## config.mk

```make
export PLATFORM = sky130hd
export DESIGN_NAME = psrd_decoder
export DESIGN_NICKNAME = d
export VERILOG_FILES = /design/src/shared/psrd_pkg.sv /design/src/logic/psrd_decoder.sv
export SDC_FILE = /design/constraint.sdc
export NUM_CORES = 1
export LEC_CHECK = 0
export ABC_AREA = 1
export BUFFER_PORTS_ARGS = -buffer_cell sky130_fd_sc_hd__buf_4
export CAP_MARGIN = 20
export CELL_PAD_IN_SITES_DETAIL_PLACEMENT = 1
export CELL_PAD_IN_SITES_GLOBAL_PLACEMENT = 2
export CORE_MARGIN = 8
export CORE_UTILIZATION = 36
export CTS_CLUSTER_SIZE = 20
export DETAILED_ROUTE_END_ITERATION = 8
export PLACE_DENSITY_LB_ADDON = 0.1
export SLEW_MARGIN = 20
export SYNTH_ARGS = -nofsm -noshare
export SYNTH_HDL_FRONTEND = slang
export SYNTH_SLANG_ARGS = --single-unit
```

## constraint.sdc

```tcl
create_clock -name pclk -period 20.3 [get_ports pclk]
set_input_delay 2.03 -clock pclk [delete_from_list [all_inputs] [get_ports pclk]]
set_output_delay 2.03 -clock pclk [all_outputs]
set_load 0.1 [all_outputs]
```

## src/shared/psrd_pkg.sv

```systemverilog
// Package for the parallel speed reference decoder.
// Assumes one 10 MHz clock and an APB master that owns the register space.
package psrd_pkg;

  // ----------------------------------------------------------------
  // Register offsets (byte addresses, one word each)
  // ----------------------------------------------------------------
  localparam logic [7:0] PSRD_OFS_CTRL = 8'h00;
  localparam logic [7:0] PSRD_OFS_SCALE = 8'h04;
  localparam logic [7:0] PSRD_OFS_REF = 8'h08;
  localparam logic [7:0] PSRD_OFS_STATUS = 8'h0c;
  localparam logic [7:0] PSRD_OFS_USER = 8'h10;

  // ----------------------------------------------------------------
  // Field positions and reset values
  // ----------------------------------------------------------------
  localparam int PSRD_CTRL_FMT_LSB = 0;
  localparam int PSRD_CTRL_SRC_LSB = 4;
  localparam logic [2:0] PSRD_FMT_RST = 3'h0;
  localparam logic [1:0] PSRD_SRC_RST = 2'h0;
  localparam logic [15:0] PSRD_SCALE_RST = 16'h0000;
  localparam int PSRD_STAT_UNIT_LSB = 0;
  localparam int PSRD_STAT_WIDE_BIT = 4;
  localparam int PSRD_STAT_STROBE_BIT = 5;
  localparam int PSRD_STAT_FAULT_BIT = 6;
  localparam int PSRD_STAT_VALID_BIT = 7;
  localparam int PSRD_STAT_HAVE_BIT = 8;

  // ----------------------------------------------------------------
  // Setting values
  // ----------------------------------------------------------------
  localparam logic [1:0] PSRD_SRC_OPTION_CARD = 2'h3;
  localparam logic [2:0] PSRD_FMT_BCD5 = 3'h6;
  localparam logic [2:0] PSRD_FMT_BINARY = 3'h7;
  localparam logic [15:0] PSRD_SCALE_RPM_MIN = 16'h0002;
  localparam logic [15:0] PSRD_SCALE_USER_MIN = 16'h0028; // 40
  localparam logic [15:0] PSRD_SCALE_MAX = 16'h9c3f; // 39999
  localparam logic [15:0] PSRD_USER_DIGIT_DIV = 16'h2710; // 10000
  localparam logic [17:0] PSRD_BIN_FULL = 18'h02710; // 100.00 % in 0.01 %
  localparam logic [15:0] PSRD_MASK_12 = 16'h0fff;
  localparam logic [15:0] PSRD_MASK_16 = 16'hffff;
  localparam logic [31:0] PSRD_BIN12_DIV = 32'h00000fff; // 4095 counts
  localparam logic [31:0] PSRD_BIN16_DIV = 32'h00000003; // 30000 / 10000
  localparam logic [3:0] PSRD_BCD_MAX = 4'h9;

  // ----------------------------------------------------------------
  // Types
  // ----------------------------------------------------------------
  typedef enum logic [3:0] {
    psrd_unit_pct_1,
    psrd_unit_pct_0p1,
    psrd_unit_pct_0p01,
    psrd_unit_hz_1,
    psrd_unit_hz_0p1,
    psrd_unit_hz_0p01,
    psrd_unit_bin_0p01pct,
    psrd_unit_rpm,
    psrd_unit_user,
    psrd_unit_none
  } psrd_unit_t;

  typedef struct packed {
    logic [15:0] data;
    logic sign;
    logic strobe;
    logic wide;
  } psrd_pins_t;

  typedef struct packed {
    logic signed [31:0] value;
    psrd_unit_t unit;
    logic ok;
  } psrd_result_t;

endpackage

```

## src/logic/psrd_decoder.sv

```systemverilog
// Parallel speed reference decoder: samples the card terminals, decodes
// the reference word and keeps the result for the drive and for software.
// Assumes terminals are asynchronous to pclk and an APB master sets it up.
//
// The address map and the APB register port were chosen for this implementation.
`timescale 1ns/1ps
`default_nettype none

module psrd_decoder
  import psrd_pkg::*;
(
  // Clock and reset
  input wire logic pclk,
  input wire logic presetn,
  // APB slave
  input wire logic psel,
  input wire logic penable,
  input wire logic pwrite,
  input wire logic [7:0] paddr,
  input wire logic [31:0] pwdata,
  output logic [31:0] prdata,
  output logic pready,
  output logic pslverr,
  // Card terminals
  input wire logic [15:0] ref_data_in,
  input wire logic ref_sign_in,
  input wire logic ref_strobe_in,
  input wire logic word_width_switch,
  // Reference towards the drive
  output logic signed [31:0] freq_ref_value,
  output logic [3:0] freq_ref_unit,
  output logic freq_ref_valid
);

  // ----------------------------------------------------------------
  // Terminal synchronisers
  // ----------------------------------------------------------------
  localparam int PW = $bits(psrd_pins_t);

  psrd_pins_t pins_raw;
  logic [PW-1:0] sync1_ff;
  logic [PW-1:0] sync2_ff;
  logic [PW-1:0] sync3_ff;
  logic [PW-1:0] stable_ff;
  logic [PW-1:0] nxt_stable;
  psrd_pins_t pins;

  assign pins_raw.data = ref_data_in;
  assign pins_raw.sign = ref_sign_in;
  assign pins_raw.strobe = ref_strobe_in;
  assign pins_raw.wide = word_width_switch;

  // Three stages; the first is read only by the second
  always_ff @(posedge pclk or negedge presetn)
  begin
    if (!presetn)
    begin
      sync1_ff <= '0;
      sync2_ff <= '0;
      sync3_ff <= '0;
    end
    else
    begin
      sync1_ff <= pins_raw;
      sync2_ff <= sync1_ff;
      sync3_ff <= sync2_ff;
    end
  end

  // A bit changes only once stages two and three agree, so a word
  // caught mid-transition keeps its old bits for one more cycle
  assign nxt_stable = (sync2_ff & sync3_ff) |
                      (stable_ff & (sync2_ff ^ sync3_ff));

  always_ff @(posedge pclk or negedge presetn)
  begin
    if (!presetn)
      stable_ff <= '0;
    else
      stable_ff <= nxt_stable;
  end

  assign pins = psrd_pins_t'(stable_ff);

  // ----------------------------------------------------------------
  // Settings registers
  // ----------------------------------------------------------------
  logic [2:0] fmt_ff;
  logic [1:0] src_ff;
  logic [15:0] scale_ff;
  logic wr_take;
  logic scale_bad;

  // Writes take effect at the edge that completes the access phase
  assign wr_take = psel & penable & pready & pwrite;
  assign scale_bad = (pwdata[15:0] > PSRD_SCALE_MAX) | (|pwdata[31:16]);

  always_ff @(posedge pclk or negedge presetn)
  begin
    if (!presetn)
    begin
      fmt_ff <= PSRD_FMT_RST;
      src_ff <= PSRD_SRC_RST;
    end
    else if (wr_take && paddr == PSRD_OFS_CTRL)
    begin
      fmt_ff <= pwdata[PSRD_CTRL_FMT_LSB +: 3];
      src_ff <= pwdata[PSRD_CTRL_SRC_LSB +: 2];
    end
  end

  // Out-of-range scaling is refused so the unit choice stays defined
  always_ff @(posedge pclk or negedge presetn)
  begin
    if (!presetn)
      scale_ff <= PSRD_SCALE_RST;
    else if (wr_take && paddr == PSRD_OFS_SCALE && !scale_bad)
      scale_ff <= pwdata[15:0];
  end

  // ----------------------------------------------------------------
  // Reference decode
  // ----------------------------------------------------------------
  psrd_result_t dec;
  logic [15:0] user_fs;
  logic [2:0] user_dp;
  logic [15:0] user_dp_wide;

  // Lower four digits give the full-scale value, fifth the decimals
  assign user_fs = 16'(scale_ff % PSRD_USER_DIGIT_DIV);
  assign user_dp_wide = 16'(scale_ff / PSRD_USER_DIGIT_DIV);
  assign user_dp = user_dp_wide[2:0];

  always_comb
  begin
    logic [3:0] d0;
    logic [3:0] d1;
    logic [3:0] d2;
    logic [3:0] d3;
    logic [3:0] e0;
    logic [1:0] e4;
    logic [15:0] mask;
    logic [15:0] bin;
    logic [31:0] bin_scaled;
    logic [17:0] mag;
    logic use_sign;
    logic bcd_ok;
    logic bcd4_ok;
    logic [17:0] bcd3;
    logic [17:0] bcd4;
    logic [17:0] bcd5;
    d0 = pins.data[3:0];
    d1 = pins.data[7:4];
    d2 = pins.data[11:8];
    d3 = pins.data[15:12];
    // Five-digit mode: lowest digit has no weight-1 line, so it is even
    e0 = {pins.data[2:0], 1'b0};
    e4 = {pins.sign, pins.data[15]};
    mask = pins.wide ? PSRD_MASK_16 : PSRD_MASK_12;
    bin = pins.data & mask;
    bin_scaled = '0;
    mag = '0;
    use_sign = 1'b1;
    dec.unit = psrd_unit_none;
    dec.ok = 1'b1;
    // Nibble digits, three with the narrow switch, four with the wide
    bcd_ok = (d0 <= PSRD_BCD_MAX) && (d1 <= PSRD_BCD_MAX) &&
             (d2 <= PSRD_BCD_MAX);
    bcd4_ok = bcd_ok && (!pins.wide || d3 <= PSRD_BCD_MAX);
    bcd3 = 18'(d0) + 18'(d1) * 18'd10 + 18'(d2) * 18'd100;
    bcd4 = bcd3 + (pins.wide ? 18'(d3) * 18'd1000 : 18'd0);
    bcd5 = 18'(e0) + 18'(pins.data[6:3]) * 18'd10 +
           18'(pins.data[10:7]) * 18'd100 +
           18'(pins.data[14:11]) * 18'd1000 +
           18'(e4) * 18'd10000;
    if (scale_ff >= PSRD_SCALE_RPM_MIN)
    begin
      // Scaling overrides the format: BCD, units from the scaling
      mag = bcd4;
      dec.ok = bcd4_ok;
      if (scale_ff >= PSRD_SCALE_USER_MIN)
        dec.unit = psrd_unit_user;
      else
        dec.unit = psrd_unit_rpm;
    end
    else
    begin
      case (fmt_ff)
        PSRD_FMT_BCD5:
        begin
          // Only meaningful with the wide word; narrow is refused
          use_sign = 1'b0;
          mag = bcd5;
          dec.unit = psrd_unit_hz_0p01;
          dec.ok = pins.wide && (e0 <= PSRD_BCD_MAX) &&
                   (pins.data[6:3] <= PSRD_BCD_MAX) &&
                   (pins.data[10:7] <= PSRD_BCD_MAX) &&
                   (pins.data[14:11] <= PSRD_BCD_MAX);
        end
        PSRD_FMT_BINARY:
        begin
          if (bin == mask)
            mag = PSRD_BIN_FULL;
          else
          begin
            if (pins.wide)
              bin_scaled = 32'(bin) / PSRD_BIN16_DIV;
            else
              bin_scaled = (32'(bin) * 32'd10000) / PSRD_BIN12_DIV;
            mag = bin_scaled[17:0];
          end
          dec.unit = psrd_unit_bin_0p01pct;
        end
        default:
        begin
          mag = bcd4;
          dec.ok = bcd4_ok;
          case (fmt_ff)
            3'h0: dec.unit = psrd_unit_pct_1;
            3'h1: dec.unit = psrd_unit_pct_0p1;
            3'h2: dec.unit = psrd_unit_pct_0p01;
            3'h3: dec.unit = psrd_unit_hz_1;
            3'h4: dec.unit = psrd_unit_hz_0p1;
            default: dec.unit = psrd_unit_hz_0p01;
          endcase
        end
      endcase
    end
    // Sign line: high means reverse, except in five-digit mode where it is the top digit bit
    if (use_sign && pins.sign)
      dec.value = -$signed(32'(mag));
    else
      dec.value = $signed(32'(mag));
  end

  // ----------------------------------------------------------------
  // Capture and hold
  // ----------------------------------------------------------------
  logic signed [31:0] value_ff;
  logic [3:0] unit_ff;
  logic have_ff;
  logic fault_ff;
  logic valid_ff;

  // Strobe high reads the word every cycle; low holds the last result.
  // A bad word is not taken, so the drive never sees a torn value.
  always_ff @(posedge pclk or negedge presetn)
  begin
    if (!presetn)
    begin
      value_ff <= '0;
      unit_ff <= 4'(psrd_unit_none);
      have_ff <= 1'b0;
    end
    else if (pins.strobe && dec.ok)
    begin
      value_ff <= dec.value;
      unit_ff <= 4'(dec.unit);
      have_ff <= 1'b1;
    end
  end

  // Fault reflects the most recent read attempt
  always_ff @(posedge pclk or negedge presetn)
  begin
    if (!presetn)
      fault_ff <= 1'b0;
    else if (pins.strobe)
      fault_ff <= !dec.ok;
  end

  // The drive uses the card only when the source selects it
  always_ff @(posedge pclk or negedge presetn)
  begin
    if (!presetn)
      valid_ff <= 1'b0;
    else
      valid_ff <= have_ff && (src_ff == PSRD_SRC_OPTION_CARD);
  end

  assign freq_ref_value = value_ff;
  assign freq_ref_unit = unit_ff;
  assign freq_ref_valid = valid_ff;

  // ----------------------------------------------------------------
  // APB answer
  // ----------------------------------------------------------------
  logic [31:0] prdata_ff;
  logic pready_ff;
  logic pslverr_ff;
  logic [31:0] rd_mux;
  logic setup;
  logic mapped;

  // Answer is prepared in the setup cycle so outputs come from flops;
  // costs nothing since pready is high in the first access cycle
  assign setup = psel & !penable;
  assign mapped = (paddr == PSRD_OFS_CTRL) || (paddr == PSRD_OFS_SCALE) ||
                  (paddr == PSRD_OFS_REF) || (paddr == PSRD_OFS_STATUS) ||
                  (paddr == PSRD_OFS_USER);

  always_comb
  begin
    rd_mux = '0;
    case (paddr)
      PSRD_OFS_CTRL:
      begin
        rd_mux[PSRD_CTRL_FMT_LSB +: 3] = fmt_ff;
        rd_mux[PSRD_CTRL_SRC_LSB +: 2] = src_ff;
      end
      PSRD_OFS_SCALE: rd_mux[15:0] = scale_ff;
      PSRD_OFS_REF: rd_mux = value_ff;
      PSRD_OFS_STATUS:
      begin
        rd_mux[PSRD_STAT_UNIT_LSB +: 4] = unit_ff;
        rd_mux[PSRD_STAT_WIDE_BIT] = pins.wide;
        rd_mux[PSRD_STAT_STROBE_BIT] = pins.strobe;
        rd_mux[PSRD_STAT_FAULT_BIT] = fault_ff;
        rd_mux[PSRD_STAT_VALID_BIT] = valid_ff;
        rd_mux[PSRD_STAT_HAVE_BIT] = have_ff;
      end
      PSRD_OFS_USER:
      begin
        rd_mux[15:0] = user_fs;
        rd_mux[18:16] = user_dp;
      end
      default: rd_mux = '0;
    endcase
  end

  always_ff @(posedge pclk or negedge presetn)
  begin
    if (!presetn)
    begin
      prdata_ff <= '0;
      pready_ff <= 1'b0;
      pslverr_ff <= 1'b0;
    end
    else
    begin
      pready_ff <= setup;
      prdata_ff <= (setup && !pwrite) ? rd_mux : '0;
      pslverr_ff <= setup && (!mapped ||
                    (pwrite && (paddr == PSRD_OFS_REF ||
                                paddr == PSRD_OFS_STATUS ||
                                paddr == PSRD_OFS_USER)) ||
                    (pwrite && paddr == PSRD_OFS_SCALE && scale_bad));
    end
  end

  assign prdata = prdata_ff;
  assign pready = pready_ff;
  assign pslverr = pslverr_ff;

endmodule // psrd_decoder

`default_nettype wire

```

---- After elaboration in Yosys (flattened, before gate mapping) ----
Index checks and enable logic that the tools add are counted.
operators by class
  add/subtract/negate cells ............... 8
  $mul .................................... 8
  div/mod/pow operators ................... 4
  $lt $le $gt $ge ......................... 11
  equality and inequality tests ........... 12
  shift operators ......................... 0
  mux-type cells .......................... 22
  bitwise gates (word level) .............. 10
  reductions and logical operators ........ 36
operator list
  cell                      count
  $mux W32                  2
  $mux W18                  3
  $and A19 B19 Y19          2
  $pmux W18 S2              1
  $div A16 B2 Y32 const B   1
  $div A30 B12 Y32 const B  1
  $le A4 B4 Y1 const B      8
  $neg A18 Y32              1
  $add A12 B14 Y15          2
  $pmux W3 S5               2
  $mul A16 B10 Y26 const B  1
  $add A9 B11 Y12           2
  $mul A4 B7 Y11 const B    2
  $pmux W7 S3               1
  $or A19 B19 Y19           1
  $xor A19 B19 Y19          1
  $add A4 B8 Y9             2
  $logic_and A1 B1 Y1       18
  $mul A4 B5 Y9 const B     2
  $add A15 B16 Y17          1
  $and A16 B16 Y16          1
  $div A16 B14 Y16 const B  1
  $eq A16 B16 Y1            1
  $eq A8 B4 Y1 const B      2
  31 further kinds          52
storage, ports and cells
  bits in registers ....................... 170
  latch bits .............................. 0
  RAM bits ................................ 0
  memory bits (read-only) ................. 0
  bits of input ports ..................... 64
  output and inout port bits .............. 71
  word-level logic and storage cells ...... 126
  memories kept ........................... 0

---- Logic depth before layout (Yosys ltp) ----
  depth in word-level cells ............... 10
  depth in mapped cells ................... 170
  gate-level depth less buffers ........... 162

---- Worst setup path before layout ----
OpenSTA, ideal clock, no wires.
  kind .................................... reg-to-reg
  from .................................... register stable_ff[6] (netlist: pins[6])
  to ...................................... register value_ff[20] (netlist: freq_ref_value[20])
  library setup time ...................... 136 ps
  arrival time ............................ 17769 ps
  required time ........................... 20164 ps
  slack ................................... 2395 ps
  cell stages (with the launch flop) ...... 155
  path buffers ............................ 12
  cells stage by stage .................... dfrtp_1 -> clkinv_1 -> fa_1 -> inv_1 -> ha_1 -> inv_1 -> fa_1 -> inv_1 -> ha_1 -> inv_1 -> fa_1 -> inv_1 -> ha_1 -> nand2_2 -> inv_1 -> a21oi_1 -> nand2_2 -> nand2_1 -> [... 119 more ...] -> nand3_4 -> nor2_4 -> nand2_2 -> nand2_1 -> nand3_1 -> nor2_1 -> nand3_2 -> nand2_4 -> nand2_2 -> inv_4 -> ha_1 -> nand3_1 -> nor2_1 -> nand3_1 -> nor2_2 -> nand4_1 -> o211ai_2 -> o21ai_2
on the way
  word-level cells in the longest chain between the ends .. 9
  elaborated cells between the ends (all ways) .. 30
  classes of those cells .................. add/sub: 8; mul: 2; div: 2; order compare: 2; eq/ne: 1; mux: 7; bitwise: 1; reduce/logical: 7
ends and longest elaborated chain
  item                                                 line                                      text
  from (decl)                                          psrd_decoder.sv:44                        logic [PW-1:0] stable_ff;
  from (signal assigned)                               psrd_decoder.sv:80                        stable_ff <= nxt_stable;
  $and A16 B16 Y16 or $mul A4 B3 Y7 (tied branches)    psrd_decoder.sv:160, psrd_decoder.sv:172
  $mul A16 B10 Y26 or $add A4 B8 Y9 (tied branches)    psrd_decoder.sv:209, psrd_decoder.sv:172
  $div A30 B12 Y32 or $add A9 B11 Y12 (tied branches)  psrd_decoder.sv:209, psrd_decoder.sv:172
  $mux W18 or $add A12 B14 Y15 (tied branches)         psrd_decoder.sv:206, psrd_decoder.sv:173
  $mux W18 or $add A15 B16 Y17 (tied branches)         psrd_decoder.sv:202, psrd_decoder.sv:174
  $pmux W18 S2                                         psrd_decoder.sv:188                       case (fmt_ff)
  $mux W18                                             psrd_decoder.sv:176                       if (scale_ff >= PSRD_SCALE_RPM_MIN)
  $neg A18 Y32                                         psrd_decoder.sv:231                       dec.value = -$signed(32'(mag));
  $mux W32                                             psrd_decoder.sv:230                       if (use_sign && pins.sign)
  to (signal assigned)                                 psrd_decoder.sv:257                       value_ff <= dec.value;
  to (decl)                                            psrd_decoder.sv:239                       logic signed [31:0] value_ff;
Several ways; a longest one is shown, not always the timed one.
A chain may end at the register's enable or synchronous reset.

---- Worst setup path in the final report ----
  from .................................... register stable_ff[12] (netlist: pins[12])
  to ...................................... register value_ff[26] (netlist: freq_ref_value[26])
on the way
  word-level cells in the longest chain between the ends .. 9
  elaborated cells between the ends (all ways) .. 27
  classes of those cells .................. add/sub: 6; mul: 3; div: 2; order compare: 2; eq/ne: 1; mux: 7; bitwise: 1; reduce/logical: 5
ends and longest elaborated chain
  item              line                 text
  $and A16 B16 Y16  psrd_decoder.sv:160  bin = pins.data & mask;
  $mul A16 B10 Y26  psrd_decoder.sv:209  bin_scaled = (32'(bin) * 32'd10000) / PSRD_BIN12_DIV;
  $div A30 B12 Y32  psrd_decoder.sv:209
  $mux W18          psrd_decoder.sv:206  if (pins.wide)
  $mux W18          psrd_decoder.sv:202  if (bin == mask)
  $pmux W18 S2      psrd_decoder.sv:188
  $mux W18          psrd_decoder.sv:176
  $neg A18 Y32      psrd_decoder.sv:231
  $mux W32          psrd_decoder.sv:230
Several ways; a longest one is shown, not always the timed one.

==> out/results.ini <==
[status]
status = finished, final reports clean

[global_route]
grt_pass1_wl_um = 168000
grt_antenna_before_repair = 0
grt_max_degree = 107
overflow = 0
track_usage = 0.234
grt_pass1_vias = 29672

[floorplanning]
dieWidth_um = 300
rows = 104
coreArea_um2 = 80000
dieArea_um2 = 89700
dieHeight_um = 300
initial_core_util = 0.362
ioPinCount = 135

[drt]
wl_met3_um = 2190
via_count = 28895
drtPass1Iterations = 5
viasPerCell = 5.03
route.detailed.drc = 0
drt-initial-drc-count = 1247
drt-met1-wl_um = 52300
antenna_left = 0
topRoutingLayerUsed = met4
wl_met2_um = 51600
wirelength_um = 108000
wl_per_cell_um = 18.9

[worst_setup_path]
worstPathArrival_ns = 19.57
crit_start = pins[12]$_DFF_PN0_
cp_slowest_cell = fa_1
worst_r2r_endpoint = freq_ref_value[26]$_DFFE_PN0P_
reg2regPathDepth = 143
crit_type = register to register
crit_fanout = 20
startpoint_type = register
cpMostUsedCell = nand2_2
critPathRequiredTime_ns = 20.65
reg2reg_slack_ns = 1.08
worst_setup_path_end_kind = register
cp_slowest_stage_delay_ns = 0.56
reg2reg_from = pins[12]$_DFF_PN0_

[clocking]
clock_latency_ns = 0.48
cts_sinks = 170
root_buffer = clkbuf_16
cts_buffer_depth = 2
h-tree-depth = 4
cts_tree = built
clk_pin_slew_ns = 0.07
cts_buffers = 17

[logic_synthesis]
yosys_warnings = 0
yosysSeqAreaShare = 0.147
avgSynthCellArea_um2 = 6.61
synthMuxAreaShare = 0.00190
synthesis.nets = 4758
synth_compound_area_frac = 0.0855
synthXorXnorAreaFrac = 0.0384
synthArstFlopShare = 1.00
synthTopCellsByArea = dfrtp_1 15%, nand2_1 14%, ha_1 10%
yosys.area.top_type_share = 0.145
synth_top_cell_by_area = dfrtp_1
yosys.area_share.simple = 0.449
synthCells = 4382
synth-seq-cells = 170
syn-cell-area_um2 = 28900
synth-edff-count = 0
synth_ff_type = dfrtp_1
synth_top_family_by_area = simple AND/OR/NAND/NOR gates
synth.distinct_cells = 82
synthAdderAreaFrac = 0.154
yosysMostFrequentCell = nand2_1
yosys-top-cells-count = 1,109 x nand2_1, 671 x inv_1, 423 x nor2_1, 343 x nand3_1, 238 x ha_1

[timing]
whs_ns = 0.350
fin_skew_ns = 0.0192
fin_crit_ns = 19.22
max_slew_margin = 0.220
fin_crit_sh = 0.947
worst_pin_slew_ns = 1.17
max_clock_freq_ghz = 0.0520
maxSlewViolCount = 0
setup_viol = 0
hold_viol_final = 0

[layout]
drive_gt1_frac = 0.239
diodes = 0
areaGrowthSynthToFinish_pct = 16.7
final_cells = 5739
nets = 5042
design_area_um2 = 33800

[min_path]
holdCritStartpoint = sync1_ff[7]$_DFF_PN0_
whs_path_depth = 0
hold_class = register to register
holdPathEnd = sync2_ff[7]$_DFF_PN0_

[place]
dpl.cell_count = 5635
gp_congestion = 0.938
numPortBuffers = 134
placed_cell_area_um2 = 31500
hpwl_um = 91300

[job]
max_cap_viol_count = 0

==> through the flow <==
stage / util / setup TNS, ns / setup slack, ns
floorplan: - / 0 / 2.39
global placement: 0.394 / 0 / 0.0376
detailed placement: 0.394 / -3.15 / -0.396
CTS: 0.403 / 0 / 0.0155
global route: 0.422 / -1.98 / -0.238
finish: 0.422 / 0 / 1.08
==> critical path: cells and delay by family (launching register included) <==
family / cells / cell delay (ns)
fa+ha+maj: 10 / 3.16
buf+inv: 20 / 2.33
simple gates: 108 / 12.45
flops: 1 / 0.39
compound gates: 5 / 0.66
==> flip-flops by register name, summed over array words and instances, names as in the netlist, 2 cells and up <==
name,cells
freq_ref_value,32
prdata,32
pins,19
sync1_ff,19
sync2_ff,19
sync3_ff,19
scale_ff,16
freq_ref_unit,4
fmt_ff,3
src_ff,2
==> layout make-up <==
class | instances | area (µm²)
Timing Repair Buffer | 316 | 2490
Sequential cell | 170 | 4260
Fill cell | 10503 | 46200
Clock inverter | 14 | 133
Inverter | 747 | 2910
Tap cell | 1060 | 1330
Multi-Input combinational cell | 3414 | 22200
Clock buffer | 18 | 439
==> layer usage <==
| metal | GRT usage | vias up |
|---|---|---|
| met2 | 0.401 | 319 |
| met3 | 0.0140 | 106 |
| met1 | 0.321 | 14017 |
| li1 | - | 14453 |
| met4 | 0.0499 | 0 |
| met5 | 0 | - |
==> repair_timing <==
action | 4_1_cts | 5_1_grt
gates cloned | 1 | 10
pin swaps | 2 | 66
gates resized for setup | 10 | 242
hold buffers | 0 | 0
endpoints found under the setup margin | 11 | 32
setup buffers | 5 | 56
==> placed cells by master, fill, tap and decap left out, types with 56 or more instances in the layout <==
| cell | count |
|---|---|
| nand2_4 | 120 |
| nand3_2 | 87 |
| dfrtp_1 | 167 |
| nor2_1 | 381 |
| nor2_4 | 74 |
| inv_2 | 56 |
| fa_1 | 74 |
| inv_1 | 659 |
| ha_1 | 229 |
| nand4_1 | 90 |
| nand3_1 | 316 |
| a21oi_1 | 101 |
| o21ai_0 | 126 |
| buf_4 | 301 |
| xor2_1 | 81 |
| nand2_1 | 1072 |
| nand2_2 | 191 |
| nor2_2 | 71 |
==> worst max path at each step <==
| stage | to | slack (ns) | cells past startpoint |
|---|---|---|---|
| 2_1_floorplan | freq_ref_value[20]$_DFFE_PN0P_ | 2.39 | 154 |
| 3_3_place_gp | freq_ref_value[26]$_DFFE_PN0P_ | 0.04 | 115 |
| 3_5_place_dp | freq_ref_value[26]$_DFFE_PN0P_ | -0.40 | 149 |
| 4_1_cts | freq_ref_value[26]$_DFFE_PN0P_ | 0.02 | 152 |
| 5_1_grt | freq_ref_value[26]$_DFFE_PN0P_ | -0.24 | 149 |
| 6_report | freq_ref_value[26]$_DFFE_PN0P_ | 1.08 | 143 |
==> kinds of logic (layout without fill, tap and decap cells) <==
| logic type | Yosys count | after routing |
|---|---|---|
| buf+inv | 809 | 1095 |
| simple gates | 2558 | 2569 |
| xor+xnor | 126 | 126 |
| mux | 5 | 5 |
| compound gates | 402 | 402 |
| flops | 170 | 170 |
| fa+ha+maj | 312 | 312 |
Power is not shown: default switching activity piles up to over one toggle a cycle in this logic, so the estimate is an artifact.
